--- config.mk ---
export PLATFORM = sky130hd
export DESIGN_NAME = qdac_load_ctrl
export DESIGN_NICKNAME = d
export VERILOG_FILES = /design/src/pkg/qdac_pkg.sv /design/src/hdl/qdac_fifo.sv /design/src/hdl/qdac_load_ctrl.sv
export SDC_FILE = /design/constraint.sdc
export NUM_CORES = 1
export LEC_CHECK = 0
export BUFFER_PORTS_ARGS = -buffer_cell sky130_fd_sc_hd__clkbuf_2
export CORE_MARGIN = 3
export CORE_UTILIZATION = 55
export DETAILED_ROUTE_END_ITERATION = 10
export PLACE_DENSITY = 0.71
export SYNTH_ARGS = -nofsm -noshare
export SYNTH_HDL_FRONTEND = slang
export SYNTH_SLANG_ARGS = --single-unit
--- constraint.sdc ---
create_clock -name CLK_I -period 3.3 [get_ports CLK_I]
set_input_delay 0.495 -clock CLK_I [delete_from_list [all_inputs] [get_ports CLK_I]]
set_output_delay 0.495 -clock CLK_I [all_outputs]
set_load 0.02 [all_outputs]
--- src/pkg/qdac_pkg.sv ---
// Constants and carrier types for the quad converter serial load control.
// Behaviour
// - Converter registers follow input registers while output strobe low, hold when high.
// - Addressed input register follows shift register while input strobe low, else holds.
// - Reset low forces all input and converter registers to the reset code.
// - Reset code is 000 hex with select low, 800 hex with select high.
// - Word is 16 bits: 2-bit channel address, two unused bits, 12-bit code.
// - Address 00 selects A, 01 B, 10 C, 11 D; high bit comes first.
// - Input strobe high selects no input register; all input registers stay latched.
// - After reset release, latched registers keep the reset code until loaded.
// - Shift register captures serial data on rising serial clock with select low.
// - Chip select OR serial clock; any rising edge of the OR shifts.
// - Address bits first, then unused bits, then code, most significant first.
// - Code is unsigned straight binary, zero is low reference.
// - Chip select rising while clock low shifts one extra bit.
package qdac_pkg;
  localparam int          WORD_W      = 16;
  localparam int          CODE_W      = 12;
  localparam int          NUM_CH      = 4;
  localparam int          ADDR_HI_POS = 15;
  localparam int          ADDR_LO_POS = 14;
  localparam logic [11:0] CODE_ZERO   = 12'h000;
  localparam logic [11:0] CODE_MID    = 12'h800;
  localparam logic [15:0] SHIFT_RST   = 16'h0000;
  localparam int          FIFO_DEPTH  = 4;
  localparam int          CLK_MHZ     = 10;

  // One decoded load word travelling from the shifter to the latches.
  typedef struct packed {
    logic [1:0]  channel;
    logic [11:0] code;
  } load_word_t;
endpackage

--- src/hdl/qdac_fifo.sv ---
// Small valid/ready FIFO with registered read data.
`timescale 1ns/1ps
`default_nettype none
module qdac_fifo #(
  parameter int WIDTH = 14,
  parameter int DEPTH = 4
) (
  input  wire logic             clk_i,
  input  wire logic             rstn_i,
  input  wire logic [WIDTH-1:0] in_data_i,
  input  wire logic             in_valid_i,
  output logic                  in_ready_o,
  output logic      [WIDTH-1:0] out_data_o,
  output logic                  out_valid_o,
  input  wire logic             out_ready_i
);
  localparam int AW = (DEPTH > 1) ? $clog2(DEPTH) : 1;
  logic [WIDTH-1:0] mem_reg [DEPTH];
  logic [AW-1:0]    wr_ptr_reg;
  logic [AW-1:0]    rd_ptr_reg;
  logic [AW:0]      count_reg;
  logic             push;
  logic             pop;

  // The output register counts as one slot so full stays honest.
  assign in_ready_o = (count_reg != (AW+1)'(DEPTH));
  assign push       = in_valid_i && in_ready_o;
  assign pop        = out_valid_o && out_ready_i;

  always_ff @(posedge clk_i) begin
    if (push) begin
      mem_reg[wr_ptr_reg] <= in_data_i;
    end
  end

  always_ff @(posedge clk_i) begin
    if (!rstn_i) begin
      wr_ptr_reg  <= '0;
      rd_ptr_reg  <= '0;
      count_reg   <= '0;
      out_valid_o <= 1'b0;
      out_data_o  <= '0;
    end else begin
      if (push) begin
        wr_ptr_reg <= (wr_ptr_reg == AW'(DEPTH-1)) ? '0 : wr_ptr_reg + 1'b1;
      end
      if (push && !pop) begin
        count_reg <= count_reg + 1'b1;
      end else if (pop && !push) begin
        count_reg <= count_reg - 1'b1;
      end
      if (count_reg != '0 && (!out_valid_o || pop) &&
          !(out_valid_o && count_reg == (AW+1)'(1))) begin
        out_data_o  <= mem_reg[rd_ptr_reg];
        out_valid_o <= 1'b1;
        rd_ptr_reg  <= (rd_ptr_reg == AW'(DEPTH-1)) ? '0 : rd_ptr_reg + 1'b1;
      end else if (pop) begin
        out_valid_o <= 1'b0;
      end
    end
  end
endmodule
`default_nettype wire

--- src/hdl/qdac_load_ctrl.sv ---
// Serial load control of a quad 12-bit converter with double buffering.
`timescale 1ns/1ps
`default_nettype none
module qdac_load_ctrl (
  input  wire logic        CLK_I,
  input  wire logic        RSTN_I,
  input  wire logic        CHIP_SELECT_N_I,
  input  wire logic        SERIAL_CLK_I,
  input  wire logic        SERIAL_IN_I,
  input  wire logic        INPUT_LATCH_STROBE_N_I,
  input  wire logic        OUTPUT_LATCH_STROBE_N_I,
  input  wire logic        RESET_CODE_SELECT_I,
  output logic      [11:0] CODE_A_O,
  output logic      [11:0] CODE_B_O,
  output logic      [11:0] CODE_C_O,
  output logic      [11:0] CODE_D_O,
  output logic      [15:0] SHIFT_WORD_O
);
  // ****************************************************************
  // Input synchronisers
  // ****************************************************************
  // Every pin but the reset passes two flops; only the second stage is used.
  logic [5:0] sync1_reg;
  logic [5:0] sync2_reg;
  logic       sclk_s;
  logic       cs_n_s;
  logic       sdi_s;
  logic       ild_n_s;
  logic       old_n_s;
  logic       rsel_s;

  // The synchronisers run through reset, so the reset code select is
  // already settled when the registers take the reset code.
  always_ff @(posedge CLK_I) begin
    sync1_reg <= {RESET_CODE_SELECT_I, OUTPUT_LATCH_STROBE_N_I,
                  INPUT_LATCH_STROBE_N_I, SERIAL_IN_I,
                  CHIP_SELECT_N_I, SERIAL_CLK_I};
    sync2_reg <= sync1_reg;
  end

  assign sclk_s  = sync2_reg[0];
  assign cs_n_s  = sync2_reg[1];
  assign sdi_s   = sync2_reg[2];
  assign ild_n_s = sync2_reg[3];
  assign old_n_s = sync2_reg[4];
  assign rsel_s  = sync2_reg[5];

  // ****************************************************************
  // Shift clock edge detection
  // ****************************************************************
  logic gated_clk;
  logic gated_clk_reg;
  logic shift_edge;

  // The two pins are interchangeable; a late chip select rise while the
  // clock is low therefore also shifts one extra bit.
  assign gated_clk  = cs_n_s | sclk_s;
  assign shift_edge = gated_clk && !gated_clk_reg;

  always_ff @(posedge CLK_I) begin
    if (!RSTN_I) begin
      gated_clk_reg <= 1'b1;
    end else begin
      gated_clk_reg <= gated_clk;
    end
  end

  // ****************************************************************
  // Shift register
  // ****************************************************************
  // The system reset, which is also the device reset, clears it to SHIFT_RST.
  logic [15:0] shift_reg;

  always_ff @(posedge CLK_I) begin
    if (!RSTN_I) begin
      shift_reg <= qdac_pkg::SHIFT_RST;
    end else if (shift_edge) begin
      shift_reg <= {shift_reg[14:0], sdi_s};
    end
  end

  // ****************************************************************
  // Load word through the FIFO
  // ****************************************************************
  // While the input strobe is low the shifter contents stream into the
  // FIFO each time they change, so the addressed register follows the
  // bits as they flow, just as a transparent latch would.
  function automatic qdac_pkg::load_word_t decode_word(
    input logic [15:0] w
  );
    qdac_pkg::load_word_t r;
    r.channel = {w[qdac_pkg::ADDR_HI_POS], w[qdac_pkg::ADDR_LO_POS]};
    r.code    = w[qdac_pkg::CODE_W-1:0];
    return r;
  endfunction

  logic [15:0]          last_sent_reg;
  logic                 sent_valid_reg;
  logic                 want_push;
  logic                 fifo_in_ready;
  qdac_pkg::load_word_t fifo_out;
  logic                 fifo_out_valid;
  logic [11:0]          reset_code;
  logic [11:0]          rst_code_reg;

  assign reset_code = rsel_s ? qdac_pkg::CODE_MID
                             : qdac_pkg::CODE_ZERO;

  // Push when the strobe is low and the word differs from the last pushed.
  assign want_push = !ild_n_s &&
                     (!sent_valid_reg || last_sent_reg != shift_reg);

  always_ff @(posedge CLK_I) begin
    if (!RSTN_I) begin
      last_sent_reg  <= qdac_pkg::SHIFT_RST;
      sent_valid_reg <= 1'b0;
    end else begin
      if (ild_n_s) begin
        sent_valid_reg <= 1'b0;
      end else if (want_push && fifo_in_ready) begin
        last_sent_reg  <= shift_reg;
        sent_valid_reg <= 1'b1;
      end
    end
  end

  qdac_fifo #(
    .WIDTH ($bits(qdac_pkg::load_word_t)),
    .DEPTH (qdac_pkg::FIFO_DEPTH)
  ) u_fifo (
    .clk_i       (CLK_I),
    .rstn_i      (RSTN_I),
    .in_data_i   (decode_word(shift_reg)),
    .in_valid_i  (want_push),
    .in_ready_o  (fifo_in_ready),
    .out_data_o  (fifo_out),
    .out_valid_o (fifo_out_valid),
    .out_ready_i (1'b1)
  );

  // ****************************************************************
  // Input registers and converter registers
  // ****************************************************************
  logic [11:0] in_reg  [qdac_pkg::NUM_CH];
  logic [11:0] out_reg [qdac_pkg::NUM_CH];

  genvar ch;
  generate
    for (ch = 0; ch < qdac_pkg::NUM_CH; ch++) begin : g_ch
      always_ff @(posedge CLK_I) begin
        if (!RSTN_I) begin
          in_reg[ch] <= rst_code_reg;
        end else if (fifo_out_valid &&
                     fifo_out.channel == 2'(ch)) begin
          in_reg[ch] <= fifo_out.code;
        end
      end

      // Transparent while the output strobe is low, holds when high.
      always_ff @(posedge CLK_I) begin
        if (!RSTN_I) begin
          out_reg[ch] <= rst_code_reg;
        end else if (!old_n_s) begin
          out_reg[ch] <= in_reg[ch];
        end
      end
    end
  endgenerate

  // The system reset doubles as the device reset; its code follows the
  // select pin, and after release every input and converter register holds it until loaded.
  always_ff @(posedge CLK_I) begin
    rst_code_reg <= reset_code;
  end

  // ****************************************************************
  // Outputs
  // ****************************************************************
  always_ff @(posedge CLK_I) begin
    if (!RSTN_I) begin
      CODE_A_O     <= rst_code_reg;
      CODE_B_O     <= rst_code_reg;
      CODE_C_O     <= rst_code_reg;
      CODE_D_O     <= rst_code_reg;
      SHIFT_WORD_O <= qdac_pkg::SHIFT_RST;
    end else begin
      CODE_A_O     <= out_reg[0];
      CODE_B_O     <= out_reg[1];
      CODE_C_O     <= out_reg[2];
      CODE_D_O     <= out_reg[3];
      SHIFT_WORD_O <= shift_reg;
    end
  end
endmodule
`default_nettype wire

==> impl_metrics.env <==
export IMPL_status="finished clean"
export IMPL_yosys_area_top_type_share_pct=44.4
export IMPL_cts_max_level=1
export IMPL_netlist_area_um2=10300
export IMPL_rr_worst_depth=6
export IMPL_cts_tree="done"
export IMPL_cts_sinks=287
export IMPL_worstPathRequired_ns=2.80
export IMPL_critPathLaunchType="register"
export IMPL_yosysSeqAreaShare_pct=70.7
export IMPL_hold_viol=0
export IMPL_dp_cells=1034
export IMPL_wl_per_cell_um=15.7
export IMPL_drv_slew=0
export IMPL_ys_ff_latch=287
export IMPL_layout_nets=853
export IMPL_rrSetupSlack_ns=1.07
export IMPL_coreArea_um2=18100
export IMPL_tightest_slew_ns=1.14
export IMPL_switchingPower_mw=2.31
export IMPL_vias=5715
export IMPL_post_route_period_util_pct=73.0
export IMPL_fmax_mhz=415
export IMPL_grt_util_all_layers_pct=17.0
export IMPL_drv_cap=0
export IMPL_drcViolationCount=0
export IMPL_yosysWarnings=0
export IMPL_clockPowerShare_pct=35.8
export IMPL_switching_share_pct=25.6
export IMPL_grt_max_degree=58
export IMPL_area_growth_pct=14.6
export IMPL_fillers=1324
export IMPL_path_clk_slew_ns=0.06
export IMPL_dp_hpwl_mm=11.2
export IMPL_postCtsSetupBuffers=0
export IMPL_cp_max_fo=33
export IMPL_rows=49
export IMPL_drt_pass1_iter_count=5
export IMPL_layout_setup_ws_ns=0.889
export IMPL_die_h_um=143
export IMPL_p_leak_nw=4.66
export IMPL_critPathCaptureType="primary output"
export IMPL_seq_power_share_pct=51.0
export IMPL_layout_cells_non_filler=1086
export IMPL_grt_setup_unrepaired="false"
export IMPL_layout_drive_gt1_share_pct=17.6
export IMPL_die_x_um=143
export IMPL_num_antenna_cells=0
export IMPL_numPortBuffers=71
export IMPL_min_from="SERIAL_CLK_I"
export IMPL_syn_avg_cell_area_um2=13.4
export IMPL_dp_slack_ns=1.06
export IMPL_hold_path_class="in2reg"
export IMPL_worst_hold_path_num_cells=1
export IMPL_gp_congestion=0.866
export IMPL_insertion_delay_ns=0.53
export IMPL_ant_nets=0
export IMPL_synthArstFlopShare_pct=0
export IMPL_routed_via_density=5.26
export IMPL_cts_buffers_inserted=28
export IMPL_post_route_min_period_ns=2.41
export IMPL_final_common_cell="edfxtp_1"
export IMPL_relSlewSlack_pct=23.8
export IMPL_grt_pass1_vias=5676
export IMPL_drtIter0Drc=272
export IMPL_syn_inst=767
export IMPL_layout_common_cells="edfxtp_1, dfxtp_1, and2_1, clkbuf_2, nand2_1"
export IMPL_synth_area_leader_cell="edfxtp_1"
export IMPL_power_density_nw_per_um2=766
export IMPL_grt_first_pass_wirelength_mm=27.9
export IMPL_initial_core_util_pct=56.6
export IMPL_synth_edf_count=152
export IMPL_dieArea_um2=20400
export IMPL_worstSetupPathType="reg2out"
export IMPL_fin_skew_ns=0.0116
export IMPL_totalWireLength_mm=17.0
export IMPL_r2r_start="u_fifo.count_reg[0]"
export IMPL_power_frac_comb_pct=13.2
export IMPL_peakVddDrop_v=0.000535
export IMPL_grt_overflow_total=0
export IMPL_cts_root_buffer_cell="clkbuf_16"
export IMPL_hold_path_end="sync1_reg[0]"
export IMPL_syn_num_nets=785
export IMPL_pin_count=72
export IMPL_cts_resized=0
export IMPL_antenna_found_initial=0
export IMPL_ys_top_cells_by_area="edfxtp_1, dfxtp_1, and2_1"
export IMPL_setup_viol=0
export IMPL_clk_path_buf_depth=3
export IMPL_synth_cell_types=35
export IMPL_p_int_mw=6.71
export IMPL_cts_hold_buf=0
export IMPL_cp_data_arrival_time_ns=1.92
export IMPL_synth_ff_type="edfxtp_1"
export IMPL_timing_rr_end="u_fifo.mem_reg[3][0]"
export IMPL_tns_ns=0
Yosys cell counts (all sizes together), types with 3 or more instances:
master / count
buf: 18
and2: 92
nor2: 44
mux2: 4
mux4: 14
nand4: 21
inv: 27
clkbuf: 27
dfxtp: 135
edfxtp: 152
or2: 3
ha: 10
nor3: 5
nand3: 4
xnor2: 16
nor2b: 44
o21ai: 10
a32oi: 18
a21oi: 36
nand2: 60
nand2b: 4
o311ai: 16
critical path, cell delays in order, from the launching register on:
cell	delay (ns)
dfxtp_1	0.67
buf_4	0.39
o21ai_0	0.15
clkbuf_2	0.17
layer usage:
metal	global-route usage (%)	vias up	part of all wire, %
met4	5.90	0	2.6
met5	0	-	0
met1	20.0	2702	41
met3	2.95	34	4.5
met2	31.3	155	52
li1	-	2824	-
worst max-delay path by stage:
stage	endpoint	slack (ns)	cells after the start
CTS	CODE_A_O[11]	0.82	3
floorplan	out_reg[0][0]	0.70	4
finish	CODE_A_O[11]	0.89	3
detailed placement	u_fifo.mem_reg[3][6]	1.06	6
global placement	u_fifo.mem_reg[2][6]	1.20	5
global route	CODE_D_O[11]	0.72	3
final cells by class:
cell class | count | area [um2] | share of cell area, %
Sequential cell | 287 | 7270 | 61.8
Multi-Input combinational cell | 408 | 2690 | 22.9
Clock buffer | 46 | 891 | 7.57
Timing Repair Buffer | 83 | 445 | 3.79
Tap cell | 229 | 287 | 2.43
Inverter | 27 | 101 | 0.861
Clock inverter | 6 | 83.8 | 0.712
power by group through the flow:
stage          clock network [mW]  registers [mW]  logic [mW]
2_1_floorplan                   0            4.49        1.01
3_3_place_gp                    0            4.65        1.15
3_5_place_dp                    0            4.68        1.19
4_1_cts                      3.30            4.61        1.20
5_1_grt                      3.46            4.66        1.33
6_report                     3.23            4.60        1.19
metrics by stage:
step	power (mW)	hold slack [ns]	utilization (%)	instance area, um2
2_1_floorplan	5.50	0.310	-	10300
3_3_place_gp	5.79	0.313	59.4	10800
3_5_place_dp	5.87	0.312	59.4	10800
4_1_cts	9.11	0.0478	64.8	11800
5_1_grt	9.45	0.0463	64.8	11800
6_report	9.02	0.0701	64.8	11800
cells by family (layout without fill, tap and decap cells):
kind of cell               count (synthesis)  after routing  synth area share, %
DFF                                      287            287                 70.7
and+or+nand+nor                          280            280                 14.5
AOI/OAI and AO/OA                         81             81                 5.21
buffers and inverters                     72            162                 3.14
muxes                                     19             19                 3.61
xor gates and xnor gates                  18             18                 1.53
adders and majority gates                 10             10                 1.22
No activity file was read; power rests on OpenSTA's default activity.
